<file path="src/time_shared_bcd_io_pkg.sv">
// shared constants, types and decode functions of the time-shared bcd i/o block
package time_shared_bcd_io_pkg;
  localparam int CLK_PERIOD_NS = 40;
  localparam int MS_TIME_NS    = 1000000;
  localparam int MS_CYCLES     = (MS_TIME_NS + CLK_PERIOD_NS - 1) / CLK_PERIOD_NS;
  localparam int OP_CYCLE_CLKS = 250;

  localparam logic [7:0] SWITCH_TIME_RST_MS = 8'h14;
  localparam logic [4:0] SIGNED_CODE_OFFSET = 5'h10;
  localparam logic [3:0] MAX_DIGITS         = 4'h8;
  localparam logic [3:0] WORD_DIGITS        = 4'h4;
  localparam logic [3:0] BCD_MAX            = 4'h9;

  localparam logic [7:0] ADDR_DISP_LO     = 8'h00;
  localparam logic [7:0] ADDR_DISP_HI     = 8'h04;
  localparam logic [7:0] ADDR_DISP_CFG    = 8'h08;
  localparam logic [7:0] ADDR_SCAN_CFG    = 8'h0C;
  localparam logic [7:0] ADDR_SWITCH_TIME = 8'h10;
  localparam logic [7:0] ADDR_SCAN_LO     = 8'h14;
  localparam logic [7:0] ADDR_SCAN_HI     = 8'h18;
  localparam logic [7:0] ADDR_STATUS      = 8'h1C;

  localparam int CFG_CODE_LSB   = 0;
  localparam int CFG_POL_LSB    = 8;
  localparam int CFG_EN_BIT     = 12;
  localparam int SCAN_START_BIT = 8;
  localparam int ST_SCAN_BUSY   = 0;
  localparam int ST_SCAN_DONE   = 1;
  localparam int ST_SCAN_BAD    = 2;
  localparam int ST_DISP_BUSY   = 3;

  localparam logic [4:0] DISP_CODE_RST = 5'h04;
  localparam logic [1:0] DISP_POL_RST  = 2'h0;
  localparam logic [4:0] SCAN_CODE_RST = 5'h04;

  typedef enum logic [1:0] {
    DISP_IDLE   = 2'b00,
    DISP_SETUP  = 2'b01,
    DISP_STROBE = 2'b10,
    DISP_HOLD   = 2'b11
  } disp_state_type;

  typedef enum logic [0:0] {
    SCAN_IDLE   = 1'b0,
    SCAN_SETTLE = 1'b1
  } scan_state_type;

  typedef struct packed {
    logic       sign;
    logic [3:0] data;
    logic [7:0] strobe;
  } disp_pins_type;

  typedef struct packed {
    logic [3:0] digits;
    logic       signed_mode;
  } digit_code_type;

  // digits == 0 marks a code that neither mode accepts
  function automatic digit_code_type decode_digits(input logic [4:0] code);
    digit_code_type r;
    r.digits      = 4'h0;
    r.signed_mode = 1'b0;
    if (code >= 5'h01 && code <= {1'b0, MAX_DIGITS}) begin
      r.digits = code[3:0];
    end else if (code > SIGNED_CODE_OFFSET && code <= SIGNED_CODE_OFFSET + {1'b0, MAX_DIGITS}) begin
      r.digits      = 4'(code - SIGNED_CODE_OFFSET);
      r.signed_mode = 1'b1;
    end
    return r;
  endfunction

  function automatic logic [26:0] mul10(input logic [26:0] w);
    logic [30:0] x;
    x = {4'h0, w};
    return 27'((x << 3) + (x << 1));
  endfunction
endpackage

</file>
<file path="src/bin_to_bcd8.sv">
// combinational binary to eight-digit bcd converter
`timescale 1ns/1ns
module bin_to_bcd8
  import time_shared_bcd_io_pkg::*;
(
  input  wire logic [26:0] bin_in,
  output logic      [31:0] bcd_out
);
  logic [35:0] acc;

  // shift-add-3; a ninth digit absorbs values past eight digits, only eight are shown
  always_comb begin
    acc = 36'h0;
    for (int i = 26; i >= 0; i--) begin
      for (int d = 0; d < 9; d++) begin
        if (acc[d*4 +: 4] > 4'h4) begin
          acc[d*4 +: 4] = 4'(acc[d*4 +: 4] + 4'h3);
        end
      end
      acc = {acc[34:0], bin_in[i]};
    end
    bcd_out = acc[31:0];
  end
endmodule

</file>
<file path="src/time_shared_bcd_io.sv">
// time-shared latched 7-segment display driver and multiplexed digit switch reader
`timescale 1ns/1ns
// Operation
// switch select held for programmable switching time before sampling, reset 20 ms
// switching time register accepts small values such as 7 ms
// external controller feeding switches needs switching time longer than its delay
// unsigned read uses 4 inputs, signed 5; one select per digit
// four bcd lines weighted 1,2,4,8 then strobes from least digit upward
// unsigned codes 1-4 use low word, 5-8 use word pair
// strobes driven only for the configured number of digits
// binary value converted to bcd and shown one digit at a time
// one step per operation cycle; four digits refresh in 12 cycles
// at most two display channels may exist
// signed mode adds sign line, high for negative values
// signed codes are digits plus 16, 17 to 24
// data polarity selects high or low level for set bcd bits
// display holds data while strobe sits at its active level
// polarity code 0..3 maps data and strobe polarity bits
// sampled bcd digits assembled into binary and stored
// signed read takes sign on first input, high is negative
// data set up before its strobe; one strobe at a time
module time_shared_bcd_io
  import time_shared_bcd_io_pkg::*;
#(
  parameter int OP_DIV           = OP_CYCLE_CLKS,
  parameter int MS_DIV           = MS_CYCLES,
  parameter int DISPLAY_CHANNELS = 1
) (
  input  wire logic    [7:0]  addr_in,
  input  wire logic           clk_sys_in,
  input  wire logic           rst_in,
  input  wire logic    [31:0] wr_data_in,
  input  wire logic           wr_in,
  input  wire logic           rd_in,
  output logic         [31:0] rd_data_out,
  input  wire logic    [4:0]  switch_in,
  output logic         [7:0]  scan_select_out,
  output disp_pins_type       seg_display_out
);
  generate
    if (OP_DIV < 1 || OP_DIV > 65536 || MS_DIV < 1 || MS_DIV > 65536) begin : g_bad_div
      $error("divider parameter out of range");
    end
    if (DISPLAY_CHANNELS < 1 || DISPLAY_CHANNELS > 2) begin : g_bad_chan
      $error("display channel count must be 1 or 2");
    end
  endgenerate

  localparam logic [15:0] OP_LAST = 16'(OP_DIV - 1);
  localparam logic [15:0] MS_LAST = 16'(MS_DIV - 1);

  // operation cycle divider
  logic [15:0] op_cnt_q, op_cnt_d;
  logic        op_tick_q, op_tick_d;

  always_comb begin
    op_tick_d = (op_cnt_q == OP_LAST);
    op_cnt_d  = op_tick_d ? 16'h0000 : 16'(op_cnt_q + 16'h0001);
  end

  always_ff @(posedge clk_sys_in) begin
    if (rst_in) begin
      op_cnt_q  <= 16'h0000;
      op_tick_q <= 1'b0;
    end else begin
      op_cnt_q  <= op_cnt_d;
      op_tick_q <= op_tick_d;
    end
  end

  // register file
  logic [15:0]    disp_lo_q, disp_lo_d, disp_hi_q, disp_hi_d;
  logic [4:0]     disp_code_q, disp_code_d, scan_code_q, scan_code_d;
  logic [1:0]     disp_pol_q, disp_pol_d;
  logic           disp_en_q, disp_en_d;
  logic [7:0]     sw_time_q, sw_time_d;
  logic [31:0]    rd_data_q, rd_data_d;
  logic           scan_start, status_rd;
  disp_state_type disp_q, disp_d;
  scan_state_type scan_q, scan_d;
  logic [15:0]    scan_lo_q, scan_lo_d, scan_hi_q, scan_hi_d;
  logic           done_q, done_d, bad_q, bad_d;

  assign status_rd  = rd_in && (addr_in == ADDR_STATUS);
  assign scan_start = wr_in && (addr_in == ADDR_SCAN_CFG) && wr_data_in[SCAN_START_BIT]
                      && (scan_q == SCAN_IDLE) && (decode_digits(wr_data_in[4:0]).digits != 4'h0);

  always_comb begin
    disp_lo_d   = disp_lo_q;
    disp_hi_d   = disp_hi_q;
    disp_code_d = disp_code_q;
    disp_pol_d  = disp_pol_q;
    disp_en_d   = disp_en_q;
    scan_code_d = scan_code_q;
    sw_time_d   = sw_time_q;
    rd_data_d   = 32'h0000_0000;
    if (wr_in) begin
      case (addr_in)
        ADDR_DISP_LO: disp_lo_d = wr_data_in[15:0];
        ADDR_DISP_HI: disp_hi_d = wr_data_in[15:0];
        ADDR_DISP_CFG: begin
          disp_code_d = wr_data_in[CFG_CODE_LSB +: 5];
          disp_pol_d  = wr_data_in[CFG_POL_LSB +: 2];
          disp_en_d   = wr_data_in[CFG_EN_BIT];
        end
        // code is frozen while a scan runs
        ADDR_SCAN_CFG: if (scan_q == SCAN_IDLE) begin
          scan_code_d = wr_data_in[CFG_CODE_LSB +: 5];
        end
        ADDR_SWITCH_TIME: sw_time_d = wr_data_in[7:0];
        default: ;
      endcase
    end
    if (rd_in) begin
      case (addr_in)
        ADDR_DISP_LO:     rd_data_d[15:0] = disp_lo_q;
        ADDR_DISP_HI:     rd_data_d[15:0] = disp_hi_q;
        ADDR_DISP_CFG: begin
          rd_data_d[CFG_CODE_LSB +: 5] = disp_code_q;
          rd_data_d[CFG_POL_LSB +: 2]  = disp_pol_q;
          rd_data_d[CFG_EN_BIT]        = disp_en_q;
        end
        ADDR_SCAN_CFG:    rd_data_d[CFG_CODE_LSB +: 5] = scan_code_q;
        ADDR_SWITCH_TIME: rd_data_d[7:0] = sw_time_q;
        ADDR_SCAN_LO:     rd_data_d[15:0] = scan_lo_q;
        ADDR_SCAN_HI:     rd_data_d[15:0] = scan_hi_q;
        ADDR_STATUS: begin
          rd_data_d[ST_SCAN_BUSY] = (scan_q != SCAN_IDLE);
          rd_data_d[ST_SCAN_DONE] = done_q;
          rd_data_d[ST_SCAN_BAD]  = bad_q;
          rd_data_d[ST_DISP_BUSY] = (disp_q != DISP_IDLE);
        end
        default: ;
      endcase
    end
  end

  always_ff @(posedge clk_sys_in) begin
    if (rst_in) begin
      disp_lo_q   <= 16'h0000;
      disp_hi_q   <= 16'h0000;
      disp_code_q <= DISP_CODE_RST;
      disp_pol_q  <= DISP_POL_RST;
      disp_en_q   <= 1'b0;
      scan_code_q <= SCAN_CODE_RST;
      sw_time_q   <= SWITCH_TIME_RST_MS;
      rd_data_q   <= 32'h0000_0000;
    end else begin
      disp_lo_q   <= disp_lo_d;
      disp_hi_q   <= disp_hi_d;
      disp_code_q <= disp_code_d;
      disp_pol_q  <= disp_pol_d;
      disp_en_q   <= disp_en_d;
      scan_code_q <= scan_code_d;
      sw_time_q   <= sw_time_d;
      rd_data_q   <= rd_data_d;
    end
  end

  // display value path
  digit_code_type dcode;
  logic [31:0]    dwide, dmag;
  logic           dneg_now;
  logic [31:0]    bcd_now;

  assign dcode    = decode_digits(disp_code_q);
  assign dwide    = (dcode.digits > WORD_DIGITS) ? {disp_hi_q, disp_lo_q}
                  : (dcode.signed_mode ? {{16{disp_lo_q[15]}}, disp_lo_q} : {16'h0000, disp_lo_q});
  assign dneg_now = dcode.signed_mode && dwide[31];
  assign dmag     = dneg_now ? 32'(~dwide + 32'h0000_0001) : dwide;

  bin_to_bcd8 u_bcd (
    .bin_in  (dmag[26:0]),
    .bcd_out (bcd_now)
  );

  // display sequencer: setup, strobe, hold per digit
  logic [2:0]    dig_q, dig_d;
  logic [3:0]    dnd_q, dnd_d;
  logic [31:0]   bcd_q, bcd_d;
  logic          dsgn_q, dsgn_d, dneg_q, dneg_d;
  disp_pins_type pins_q, pins_d;
  logic          dlast, disp_load;
  logic [3:0]    nib_d, nib_q;

  assign dlast     = ({1'b0, dig_q} == 4'(dnd_q - 4'h1));
  assign disp_load = op_tick_q && disp_en_q && (dcode.digits != 4'h0)
                     && (disp_q == DISP_IDLE || (disp_q == DISP_HOLD && dlast));
  assign nib_q     = bcd_q[{dig_q, 2'b00} +: 4];

  always_comb begin
    disp_d = disp_q;
    dig_d  = dig_q;
    dnd_d  = dnd_q;
    bcd_d  = bcd_q;
    dsgn_d = dsgn_q;
    dneg_d = dneg_q;
    if (op_tick_q) begin
      unique case (disp_q)
        DISP_IDLE:   ;
        DISP_SETUP:  disp_d = DISP_STROBE;
        DISP_STROBE: disp_d = DISP_HOLD;
        DISP_HOLD: begin
          if (!dlast) begin
            dig_d  = 3'(dig_q + 3'h1);
            disp_d = DISP_SETUP;
          end else begin
            disp_d = DISP_IDLE;
          end
        end
      endcase
    end
    // snapshot per refresh so a mid-refresh write never mixes two values
    if (disp_load) begin
      bcd_d  = bcd_now;
      dnd_d  = dcode.digits;
      dsgn_d = dcode.signed_mode;
      dneg_d = dneg_now;
      dig_d  = 3'h0;
      disp_d = DISP_SETUP;
    end
    nib_d       = bcd_d[{dig_d, 2'b00} +: 4];
    pins_d.data = ((disp_d == DISP_IDLE) ? 4'h0 : nib_d) ^ {4{disp_pol_q[1]}};
    // strobe pulses to its active level only in the strobe step, data already stable
    pins_d.strobe = {8{disp_pol_q[0]}};
    if (disp_d == DISP_STROBE) begin
      pins_d.strobe[dig_d] = ~disp_pol_q[0];
    end
    pins_d.sign = (disp_d != DISP_IDLE) && dsgn_d && dneg_d;
  end

  always_ff @(posedge clk_sys_in) begin
    if (rst_in) begin
      disp_q <= DISP_IDLE;
      dig_q  <= 3'h0;
      dnd_q  <= 4'h0;
      bcd_q  <= 32'h0000_0000;
      dsgn_q <= 1'b0;
      dneg_q <= 1'b0;
      pins_q <= '0;
    end else begin
      disp_q <= disp_d;
      dig_q  <= dig_d;
      dnd_q  <= dnd_d;
      bcd_q  <= bcd_d;
      dsgn_q <= dsgn_d;
      dneg_q <= dneg_d;
      pins_q <= pins_d;
    end
  end

  // switch scanner
  digit_code_type scode;
  logic [2:0]  sidx_q, sidx_d;
  logic [3:0]  snd_q, snd_d;
  logic        ssgn_q, ssgn_d, sneg_d;
  logic [7:0]  sel_q, sel_d, time_q, time_d, left_q, left_d, eff_time;
  logic [15:0] ms_cnt_q, ms_cnt_d;
  logic [26:0] acc_q, acc_d, weight_q, weight_d;
  logic [30:0] prod;
  logic [31:0] result;
  logic [3:0]  nib_in;
  logic        scan_finish;

  assign scode    = decode_digits(wr_data_in[4:0]);
  assign eff_time = (sw_time_q == 8'h00) ? 8'h01 : sw_time_q;
  assign nib_in   = ssgn_q ? switch_in[4:1] : switch_in[3:0];
  assign prod     = {4'h0, weight_q} * {27'h0, nib_in};

  always_comb begin
    scan_d      = scan_q;
    sidx_d      = sidx_q;
    snd_d       = snd_q;
    ssgn_d      = ssgn_q;
    sel_d       = sel_q;
    time_d      = time_q;
    left_d      = left_q;
    ms_cnt_d    = ms_cnt_q;
    acc_d       = acc_q;
    weight_d    = weight_q;
    bad_d       = bad_q;
    scan_lo_d   = scan_lo_q;
    scan_hi_d   = scan_hi_q;
    scan_finish = 1'b0;
    sneg_d      = 1'b0;
    result      = 32'h0000_0000;
    unique case (scan_q)
      SCAN_IDLE: if (scan_start) begin
        scan_d   = SCAN_SETTLE;
        snd_d    = scode.digits;
        ssgn_d   = scode.signed_mode;
        sidx_d   = 3'h0;
        sel_d    = 8'h01;
        time_d   = eff_time;
        left_d   = eff_time;
        ms_cnt_d = MS_LAST;
        acc_d    = 27'h0;
        weight_d = 27'h1;
        bad_d    = 1'b0;
      end
      SCAN_SETTLE: begin
        if (ms_cnt_q != 16'h0000) begin
          ms_cnt_d = 16'(ms_cnt_q - 16'h0001);
        end else begin
          ms_cnt_d = MS_LAST;
          if (left_q != 8'h01) begin
            left_d = 8'(left_q - 8'h01);
          end else begin
            acc_d    = 27'(acc_q + 27'(prod));
            weight_d = mul10(weight_q);
            bad_d    = bad_q || (nib_in > BCD_MAX);
            if ({1'b0, sidx_q} == 4'(snd_q - 4'h1)) begin
              scan_finish = 1'b1;
              scan_d      = SCAN_IDLE;
              sel_d       = 8'h00;
              sneg_d      = ssgn_q && switch_in[0];
              result      = sneg_d ? 32'(-{5'h00, acc_d}) : {5'h00, acc_d};
              // non-bcd digits leave the previous result in place
              if (!bad_d) begin
                scan_lo_d = result[15:0];
                if (snd_q > WORD_DIGITS) begin
                  scan_hi_d = result[31:16];
                end
              end
            end else begin
              sidx_d = 3'(sidx_q + 3'h1);
              sel_d  = 8'(sel_q << 1);
              left_d = time_q;
            end
          end
        end
      end
    endcase
    done_d = scan_finish ? 1'b1 : (status_rd ? 1'b0 : done_q);
  end

  always_ff @(posedge clk_sys_in) begin
    if (rst_in) begin
      scan_q    <= SCAN_IDLE;
      sidx_q    <= 3'h0;
      snd_q     <= 4'h0;
      ssgn_q    <= 1'b0;
      sel_q     <= 8'h00;
      time_q    <= 8'h01;
      left_q    <= 8'h01;
      ms_cnt_q  <= 16'h0000;
      acc_q     <= 27'h0;
      weight_q  <= 27'h1;
      bad_q     <= 1'b0;
      done_q    <= 1'b0;
      scan_lo_q <= 16'h0000;
      scan_hi_q <= 16'h0000;
    end else begin
      scan_q    <= scan_d;
      sidx_q    <= sidx_d;
      snd_q     <= snd_d;
      ssgn_q    <= ssgn_d;
      sel_q     <= sel_d;
      time_q    <= time_d;
      left_q    <= left_d;
      ms_cnt_q  <= ms_cnt_d;
      acc_q     <= acc_d;
      weight_q  <= weight_d;
      bad_q     <= bad_d;
      done_q    <= done_d;
      scan_lo_q <= scan_lo_d;
      scan_hi_q <= scan_hi_d;
    end
  end

  assign rd_data_out     = rd_data_q;
  assign scan_select_out = sel_q;
  assign seg_display_out = pins_q;

  // checks
  logic [31:0] hold_cnt_q;
  logic [31:0] hold_need;

  assign hold_need = 32'(time_q) * 32'(MS_DIV);

  always_ff @(posedge clk_sys_in) begin
    if (rst_in || sel_d != sel_q) begin
      hold_cnt_q <= 32'h0000_0000;
    end else begin
      hold_cnt_q <= 32'(hold_cnt_q + 32'h0000_0001);
    end
  end
endmodule

</file>
<file path="config.mk">
export PLATFORM = sky130hd
export DESIGN_NAME = time_shared_bcd_io
export DESIGN_NICKNAME = d
export VERILOG_FILES = /design/src/time_shared_bcd_io_pkg.sv /design/src/bin_to_bcd8.sv /design/src/time_shared_bcd_io.sv
export SDC_FILE = /design/constraint.sdc
export NUM_CORES = 1
export LEC_CHECK = 0
export ABC_AREA = 1
export BUFFER_PORTS_ARGS = -buffer_cell sky130_fd_sc_hd__buf_2
export CAP_MARGIN = 15
export CORE_UTILIZATION = 35
export CTS_CLUSTER_DIAMETER = 100
export DETAILED_ROUTE_END_ITERATION = 10
export MAX_ROUTING_LAYER = met4
export SKIP_CTS_REPAIR_TIMING = 1
export SLEW_MARGIN = 20
export SYNTH_ARGS = -nofsm -noshare
export SYNTH_HDL_FRONTEND = slang
export SYNTH_HIERARCHICAL = 1
export SYNTH_SLANG_ARGS = --single-unit
</file>
<file path="constraint.sdc">
create_clock -name clk_sys_in -period 17.1 [get_ports clk_sys_in]
set_input_delay 2.565 -clock clk_sys_in [delete_from_list [all_inputs] [get_ports clk_sys_in]]
set_output_delay 2.565 -clock clk_sys_in [all_outputs]
set_load 0.005 [all_outputs]
</file>
== Word-level counts from Yosys, hierarchy flattened ==
Index checks and enable logic that the tools add are counted.
Widths: inputs -> output; s select.
Storage, ports and cells
  register bits after elaboration: 295
  output and inout bits: 53
  logic and storage cells: 533
Cells by class
  add/sub/neg operators: 121
  multipliers: 1
  order comparisons: 121
  equal/unequal tests: 20
  shifts and indexed selects: 1
  muxes and demuxes: 184
  bitwise gates (word level): 8
  reductions and logical operators: 43
Operator list (number)
  $mux 4: 109
  $gt 4x3->1 const B: 102
  $add 4x2->4 const B: 98
  $mux 27: 7
  $mux 32: 4
  $pmux 27 s2: 2
  $mux 8: 10
  $add 27x27->27: 2
  $mux 3: 11
  $eq 8x5->1 const B: 4
  $mux 16: 2
  $neg 27->32: 1
  $pmux 16 s2: 1
  $pmux 4 s8: 1
  $pmux 8 s2: 2
  $shiftx 32x6->4: 1
  $add 3x2->4 const B: 7
  $add 27x1->27 const B: 1
  $mul 27x4->27: 1
  $not 27->27: 1
  $gt 3x3->1 const B: 8
  $mux 1: 19
  $logic_and 1x1->1: 18
  $add 16x1->16 const B: 1
  other kinds (48): 86

== Longest topological paths before layout ==
Gate-level depths: netlist of the first run.
  depth after elaboration: 61
  gate-level depth with buffers: 164

== By module ==
Netlist of the first run, hierarchy kept.
By module, submodules not included
  time_shared_bcd_io: times used 1, cells each 2898, area an instance 19251.0 µm², sequential area each 5585.4 µm²
  bin_to_bcd8: times used 1, cells each 2240, area an instance 11489.8 µm², sequential area each 0.0 µm²

== Worst setup path after synthesis of the first run ==
Ideal clock, no wire load.
  path kind: reg2reg
  from: reg disp_lo_q[0]
  to: reg pins_q (netlist bit seg_display_out[9])
  arrival time: 14.566 ns
  required time: 16.985 ns
  setup slack: 2.419 ns
  cell stages (with the launch flop): 151
  path buffers: 1
  cells stage by stage: dfxtp_1 -> inv_1 -> ha_1 -> nor3b_1 -> nand2_1 -> nor3_1 -> nand3_1 -> nor2_1 -> nand2_1 -> nor3_1 -> nand3b_1 -> nand2_1 -> o21ai_1 -> xor2_1 -> inv_1 -> inv_2 -> ha_1 -> inv_1 -> [115 not listed] -> ha_1 -> inv_1 -> nand2_1 -> nand2_1 -> nand2_1 -> nand2_1 -> inv_1 -> ha_1 -> nand3b_2 -> nand3b_1 -> nand2_1 -> or2_2 -> o21ai_0 -> nand2_1 -> nand2_1 -> nand2_1 -> a21oi_1 -> nor2_1
Between the ends
  longest elaborated chain between the ends: 57
Ends and longest elaborated chain
  start, declared: line time_shared_bcd_io.sv:72  | logic [15:0] disp_lo_q, disp_lo_d, disp_hi_q, disp_hi_d;
  start signal, assigned: line time_shared_bcd_io.sv:149  | disp_lo_q <= disp_lo_d;
  $mux 32: line time_shared_bcd_io.sv:168  | : (dcode.signed_mode ? {{16{disp_lo_q[15]}}, disp_lo_q} : {16'h0000, disp_lo_q});
  $mux 32 *: line time_shared_bcd_io.sv:167  | assign dwide = (dcode.digits > WORD_DIGITS) ? {disp_hi_q, disp_lo_q}
  $not 27->27 *: line time_shared_bcd_io.sv:170  | assign dmag = dneg_now ? 32'(~dwide + 32'h0000_0001) : dwide;
  $add 27x1->27 *: line time_shared_bcd_io.sv:170
  $mux 27 *: line time_shared_bcd_io.sv:170
  net dmag[24]: line time_shared_bcd_io.sv:162  | logic [31:0] dwide, dmag;
  $add 3x2->4 or $gt 3x3->1 (tied branches): line bin_to_bcd8.sv:17, bin_to_bcd8.sv:16
  $mux 4 *: line bin_to_bcd8.sv:16  | if (acc[d*4 +: 4] > 4'h4) begin
  [43 not listed]
  $mux 4: line bin_to_bcd8.sv:16
  $add 4x2->4 or $gt 4x3->1 (tied branches): line bin_to_bcd8.sv:17, bin_to_bcd8.sv:16
  $mux 4 *: line bin_to_bcd8.sv:16
  net bcd_now[17]: line time_shared_bcd_io.sv:164  | logic [31:0] bcd_now;
  $mux 32 *: line time_shared_bcd_io.sv:214  | if (disp_load) begin
  $shiftx 32x6->4 *: line time_shared_bcd_io.sv:222  | nib_d = bcd_d[{dig_d, 2'b00} +: 4];
  $mux 4 *: line time_shared_bcd_io.sv:223  | pins_d.data = ((disp_d == DISP_IDLE) ? 4'h0 : nib_d) ^ {4{disp_pol_q[1]}};
  $xor 4x4->4 *: line time_shared_bcd_io.sv:223
  end signal, assigned: line time_shared_bcd_io.sv:248  | pins_q <= pins_d;
  end, declared: line time_shared_bcd_io.sv:182  | disp_pins_type pins_q, pins_d;
The timed path passes the listed nets; every way through them passes the cells marked *.
A chain may end at the register's enable or synchronous reset.

== Final worst setup path of the first run ==
  from: reg disp_lo_q[0]
  to: reg pins_q (netlist bit seg_display_out[10])
Between the ends
  longest elaborated chain between the ends: 57
Ends and longest elaborated chain (line)
  $mux 32: time_shared_bcd_io.sv:168
  $mux 32 *: time_shared_bcd_io.sv:167
  $not 27->27 *: time_shared_bcd_io.sv:170
  $add 27x1->27 *: time_shared_bcd_io.sv:170
  $mux 27 *: time_shared_bcd_io.sv:170
  net dmag[24]: time_shared_bcd_io.sv:162
  $add 3x2->4 or $gt 3x3->1 (tied branches): bin_to_bcd8.sv:17, bin_to_bcd8.sv:16
  $mux 4 *: bin_to_bcd8.sv:16
  [43 not listed]
  $mux 4 *: bin_to_bcd8.sv:16
  $add 4x2->4 or $gt 4x3->1 (tied branches): bin_to_bcd8.sv:17, bin_to_bcd8.sv:16
  $mux 4 *: bin_to_bcd8.sv:16
  net bcd_now[2]: time_shared_bcd_io.sv:164
  $mux 32 *: time_shared_bcd_io.sv:214
  $shiftx 32x6->4 *: time_shared_bcd_io.sv:222
  $mux 4 *: time_shared_bcd_io.sv:223
  $xor 4x4->4 *: time_shared_bcd_io.sv:223
Marked as above.

==> results of run 1 <==
## worst paths after layout
path                                             startpoint                              to  slack [ns]  cells past startpoint
worst max-delay path              disp_lo_q[0]$_SDFFE_PP0P_  seg_display_out[10]$_SDFF_PP0_        1.56                    145
worst min-delay path            scan_code_q[4]$_SDFFE_PP0P_     scan_code_q[4]$_SDFFE_PP0P_        0.46                      2
worst min register to register  scan_code_q[4]$_SDFFE_PP0P_     scan_code_q[4]$_SDFFE_PP0P_        0.46                      2
worst max register to register    disp_lo_q[0]$_SDFFE_PP0P_  seg_display_out[10]$_SDFF_PP0_        1.56                    145
## sequential cells by signal, summed over array words and instances, names as in the netlist, 13 cells and up
| signal | count |
|---|---|
| bcd_q | 32 |
| acc_q | 27 |
| weight_q | 27 |
| disp_hi_q | 16 |
| disp_lo_q | 16 |
| ms_cnt_q | 16 |
| op_cnt_q | 16 |
| rd_data_out | 16 |
| scan_hi_q | 16 |
| scan_lo_q | 16 |
| seg_display_out | 13 |
## critical path, delay by kind of cell (launching register included)
kind                     cells  cell delay [ns]
XOR/XNOR                     7             1.56
adder cells (fa/ha/maj)     15             2.97
AO/OA/AOI/OAI                3             0.28
AND/OR/NAND/NOR             96             8.71
buffers and inverters       24             1.51
flip-flops                   1             0.37
## cell type report
| type | count | share of cell area (%) |
|---|---|---|
| timing repair buffer | 109 | 1.897 |
| clock buffer | 44 | 2.834 |
| sequential | 279 | 16.36 |
| antenna | 3 | 0.02197 |
| multi-input combinational | 3918 | 64.45 |
| inverter | 850 | 9.352 |
| clock inverter | 17 | 0.8531 |
| tap | 1155 | 4.229 |
## stage by stage
step                      TNS, ns  setup WS [ns]  cells
final                           0          1.558   6375
after floorplan                 0          2.419   5153
after detailed placement        0         0.3510   6288
after CTS                       0         0.3045   6349
after global placement          0         0.5591   6288
after global routing      -0.5945        -0.1569   6373
## cell families (layout without fill, tap and decap cells)
group	Yosys count	after routing	synth area share, %
buffers and inverters	956	1020	12.10
DFF	279	279	18.17
adders and majority gates	224	224	10.88
AOI/OAI and AO/OA	694	694	12.92
xor gates and xnor gates	107	107	3.411
and+or+nand+nor	2877	2877	42.51
other	1	19	0.01220
## cells in the mapped netlist, types with 54 or more instances
cell / number / area share [%]
xor2_1: 67 / 1.9
nand2_1: 1514 / 18
nor2_1: 456 / 5.6
ha_1: 152 / 6.2
nand3_1: 442 / 7.2
a21oi_1: 290 / 4.7
o21ai_0: 200 / 3.3
nand2_2: 174 / 3.5
dfxtp_1: 279 / 18
fa_1: 72 / 4.7
nand4_1: 54 / 1.1
inv_1: 754 / 9.2
inv_2: 89 / 1.1
clkbuf_1: 66 / 0.81
## power by group through the flow
stage | logic, mW | clock network [mW] | registers, mW
5_1_grt | 0.240 | 0.863 | 0.652
4_1_cts | 0.208 | 0.840 | 0.652
2_1_floorplan | 0.171 | 0 | 0.666
3_5_place_dp | 0.207 | 0 | 0.666
3_3_place_gp | 0.205 | 0 | 0.666
6_report | 0.210 | 0.820 | 0.652
## per-layer routing
layer  vias up  global-route usage (%)
li1      16390                       -
met1     14050                   22.74
met2       469                   31.72
met3        92                   1.570
met4         0                   4.151
met5         -                       -
==> flow_summary.json, run 1 <==
{
  "grt_pass1_vias": 28115,
  "initial_core_util_pct": 35.38,
  "wl_per_cell_um": 12.66,
  "status": "complete, no violations",
  "ff_latch_area_sq_um": 5592,
  "htree_levels": 2,
  "slowest_stage": "dfxtp_4",
  "sequentialPowerShare_pct": 38.8,
  "yosys_register_bits": 279,
  "synth.yosys.warnings": 6,
  "critPathLaunchType": "flop",
  "min_period_ns": 15.54,
  "worst_hold_slack_ns": 0.4563,
  "dp_hpwl_um": 64020,
  "power_mw": 1.682,
  "drt_iter0_markers": 1695,
  "clk_path_buf_depth": 3,
  "final_cell_area_sq_um": 34170,
  "drt_first_pass_iters": 5,
  "clk_root_buffer_cell": "clkbuf_16",
  "drtAntennaViolNets": 0,
  "p_leak_nw": 18.28,
  "cpMostUsedCell": "nand2_1",
  "grt_overflow": 0,
  "track_usage_pct": 18.22,
  "fp.dieH_um": 298.4,
  "vias_per_cell": 4.863,
  "cts_sinks": 279,
  "yosysUniqueCellTypes": 72,
  "drive_gt1_share_pct": 13.38,
  "finalMaxSlewViolations": 0,
  "clock_latency_ns": 0.56,
  "path_max_fanout": 6,
  "post-route-util_pct": 39.33,
  "power_frac_comb_pct": 12.5,
  "multi_input_area_sq_um": 22020,
  "switchingPower_mw": 0.4480,
  "wl_met1_um": 37540,
  "fp.dieArea_sq_um": 89020,
  "synth_edf_count": 0,
  "routed.top_layer": "met4",
  "syn_avg_cell_area_sq_um": 5.983,
  "path_class": "flop to flop",
  "grt_first_pass_wirelength_um": 133000,
  "maxCapViolations": 0,
  "coreArea_sq_um": 86890,
  "antenna_found_initial": 8,
  "min_path_type": "flop to flop",
  "finalCritPeriodShare_pct": 90.89,
  "arrival_ns": 15.99,
  "cts_inserted_buffers": 34,
  "vias": 31001,
  "peakVddDrop_mv": 0.06306,
  "fmax_mhz": 64.34,
  "critPathMaxStageDelay_ns": 0.37,
  "tightest_slew_ns": 1.059,
  "synth_ff_type": "dfxtp_1",
  "fin_skew_ns": 0.01564,
  "path_clk_slew_ns": 0.06,
  "place_area_sq_um": 32190,
  "cts_tree": "done",
  "synth_seq_area_share_pct": 18.17,
  "netlist_instances": 5138,
  "layout_commonest_cell": "nand2_1",
  "wl_met3_um": 2809,
  "num_rows": 108,
  "num-fill-cells": 9416,
  "layout.nets": 5465,
  "syn_area_sq_um": 30740,
  "setup_violations": 0,
  "wirelength_um": 80730,
  "internal_power_mw": 1.234,
  "port-buffer-count": 69,
  "powerDensity_nw_per_um2": 49.22,
  "drc_errors": 0,
  "required_ns": 17.54,
  "hold_viol": 0,
  "slew_headroom_pct": 29.37,
  "endpoint_kind": "flop",
  "wl_met2_um": 38720,
  "final_cell_mix": "1487 x nand2_1, 748 x inv_1, 448 x nor2_1, 424 x nand3_1, 289 x a21oi_1",
  "grt_max_degree": 106,
  "async_flop_share_pct": 0,
  "switching_share_pct": 26.64,
  "routabilityCongestion": 0.9077,
  "pwr-share-clk_pct": 48.7,
  "boundaryPins": 102,
  "synthToLayoutAreaGrowth_pct": 11.16,
  "fp.dieW_um": 298.4
}
Power figures use the tool's default switching activity.
==> run 2: changes to the inputs <==
- CORE_UTILIZATION: 35 -> 65
- PLACE_DENSITY: default -> 0.83
==> run 2 against run 1 <==
  * Sequential power about the same
  * Register-to-register slack worse by 0.23 ns
  * Worst setup slack worse by 0.23 ns
  * Critical path depth up 6
  * Combinational power up 4%
  * Highest routed layer unchanged
  * Sequential share of layout area up 0.40 points
  * Clock power down 12%
  * Via count up 1.8%
==> flow_summary.json, run 2 (synthesis results as in run 1) <==
{
  "status": "complete, no violations",
  "maxCapViolations": 0,
  "required_ns": 17.54,
  "cts_tree": "done",
  "sequentialPowerShare_pct": 40.9,
  "clock_latency_ns": 0.56,
  "drive_gt1_share_pct": 13.22,
  "largest_register": "bcd_q",
  "drc_errors": 0,
  "crit_family": "simple AND/OR/NAND/NOR gates",
  "rr_worst_depth": 151,
  "worstReg2RegStart": "disp_lo_q[0]$_SDFFE_PP0P_",
  "num_rows": 79,
  "cts_inserted_buffers": 34,
  "wl_per_cell_um": 13.19,
  "min_period_ns": 15.77,
  "layout.nets": 5459,
  "finalMaxSlewViolations": 0,
  "critPathMaxStageDelay_ns": 0.34,
  "fin_cells": 5820,
  "synthToLayoutAreaGrowth_pct": 8.421,
  "hold_end": "time_q[6]$_SDFFE_PP0P_",
  "vias_per_cell": 5.425,
  "grt_first_pass_wirelength_um": 126700,
  "hold_depth": 2,
  "htree_levels": 2,
  "cts_sinks": 279,
  "port-buffer-count": 69,
  "critical_path_buf_inv_count": 28,
  "critPathLaunchType": "flop",
  "fp.dieW_um": 219.5,
  "setup_violations": 0,
  "r2r_slack_ns": 1.33,
  "boundaryPins": 102,
  "min_path_type": "flop to flop",
  "worst_slack_ns": 1.328,
  "power_frac_comb_pct": 13.7,
  "path_max_fanout": 6,
  "p_leak_nw": 18.15,
  "fmax_mhz": 63.40,
  "fp.dieArea_sq_um": 48170,
  "fin_skew_ns": 0.02456,
  "drt_first_pass_iters": 6,
  "clk_root_buffer_cell": "clkbuf_16",
  "antenna_found_initial": 2,
  "finalCritPeriodShare_pct": 92.23,
  "coreArea_sq_um": 46560,
  "hold_viol": 0,
  "worstReg2RegEnd": "seg_display_out[10]$_SDFF_PP0_",
  "drtAntennaViolNets": 0,
  "powerDensity_nw_per_um2": 47.85,
  "peakVddDrop_mv": 0.07681,
  "routabilityCongestion": 0.9765,
  "switching_share_pct": 27.80,
  "drt_iter0_markers": 2161,
  "grt_max_degree": 106,
  "tightest_slew_ns": 1.001,
  "place_area_sq_um": 31510,
  "cpMostUsedCell": "nand2_1",
  "switchingPower_mw": 0.4435,
  "internal_power_mw": 1.151,
  "reg.largest.list": "bcd_q (32), acc_q (27), weight_q (27)",
  "slew_headroom_pct": 33.27,
  "dp.cells": 5740,
  "final_cell_mix": "1486 x nand2_1, 750 x inv_1, 447 x nor2_1, 425 x nand3_1, 289 x a21oi_1",
  "slowest_stage": "dfxtp_2",
  "tns_ns": 0,
  "path_clk_slew_ns": 0.06,
  "arrival_ns": 16.21,
  "wirelength_um": 76790,
  "fp.dieH_um": 219.5,
  "pwr-share-clk_pct": 45.4,
  "track_usage_pct": 32.21,
  "endpoint_kind": "flop",
  "layout_commonest_cell": "nand2_1",
  "final_cell_area_sq_um": 33330,
  "worstHoldStart": "time_q[6]$_SDFFE_PP0P_",
  "grt_overflow": 0,
  "largest_reg_flops": 32,
  "path_class": "flop to flop",
  "dp_hpwl_um": 58960,
  "vias": 31571,
  "initial_core_util_pct": 66.03,
  "clk_path_buf_depth": 3,
  "dp_slack_ns": 0.4763,
  "grt_pass1_vias": 28502
}
-- run 2: cell count changes in the layout (fill, tap and decap cells not counted), moves of 3 or more --
cell / previous run / this run
clkbuf_1: 2 / 7
nor3_4: 7 / 4
buf_4: 41 / 35
xor2_4: 3 / 7
clkbuf_8: 8 / 5
bufinv_16: 7 / 2
nor2_2: 19 / 22
nor3_2: 2 / 5
-- run 2: per-layer routing --
layer  global-route usage [%]  up-vias  share of wire (%)
met5                        -        -                  0
met1                    37.35    14266                 42
met4                    12.57        0                3.6
li1                         -    16377                  -
met2                    56.91      767                 49
met3                    3.285      161                5.1
-- run 2: final cells by class --
type                            count  area (sq um)
Antenna cell                        2         5.005
Clock buffer                       46         945.9
Clock inverter                     15         160.2
Fill cell                        4165         13230
Inverter                          850          3196
Multi-Input combinational cell   3918         22070
Sequential cell                   279          5588
Tap cell                          607         759.5
Timing Repair Buffer              103         603.1
-- run 2: worst max path at each step --
stage                     slack (ns)                        endpoint                      start  cells after the start
after floorplan                 2.42   seg_display_out[9]$_SDFF_PP0_  disp_lo_q[0]$_SDFFE_PP0P_                    150
after global placement          0.85   seg_display_out[9]$_SDFF_PP0_  disp_lo_q[0]$_SDFFE_PP0P_                    147
after detailed placement        0.48  seg_display_out[10]$_SDFF_PP0_  disp_lo_q[0]$_SDFFE_PP0P_                    154
after CTS                       0.40  seg_display_out[10]$_SDFF_PP0_  disp_lo_q[0]$_SDFFE_PP0P_                    154
after global routing           -0.27   seg_display_out[9]$_SDFF_PP0_  disp_lo_q[0]$_SDFFE_PP0P_                    149
final                           1.33  seg_display_out[10]$_SDFF_PP0_  disp_lo_q[0]$_SDFFE_PP0P_                    151
-- run 2: power groups by stage --
stage | sequential [mW] | combinational [mW] | clock, mW
final | 0.652 | 0.219 | 0.724
after global routing | 0.652 | 0.250 | 0.756
after CTS | 0.652 | 0.209 | 0.731
after detailed placement | 0.666 | 0.207 | 0
after global placement | 0.666 | 0.201 | 0
after floorplan | 0.666 | 0.171 | 0
-- run 2: stage by stage --
step	hold slack, ns	utilization, %	power [mW]
2_1_floorplan	0.4245	-	0.8371
3_3_place_gp	0.4426	67.68	0.8675
3_5_place_dp	0.4528	67.68	0.8728
4_1_cts	0.4624	70.06	1.592
5_1_grt	0.4829	71.59	1.658
6_report	0.4601	71.59	1.595
-- run 2: worst register-to-register path, delay by kind of cell, from the launching register on --
family | cells | cell delay [ns]
AOI/OAI and AO/OA | 2 | 0.15
buffers and inverters | 28 | 1.90
adders and majority gates | 15 | 2.89
and+or+nand+nor | 102 | 9.62
DFF | 1 | 0.34
xor gates and xnor gates | 4 | 0.73
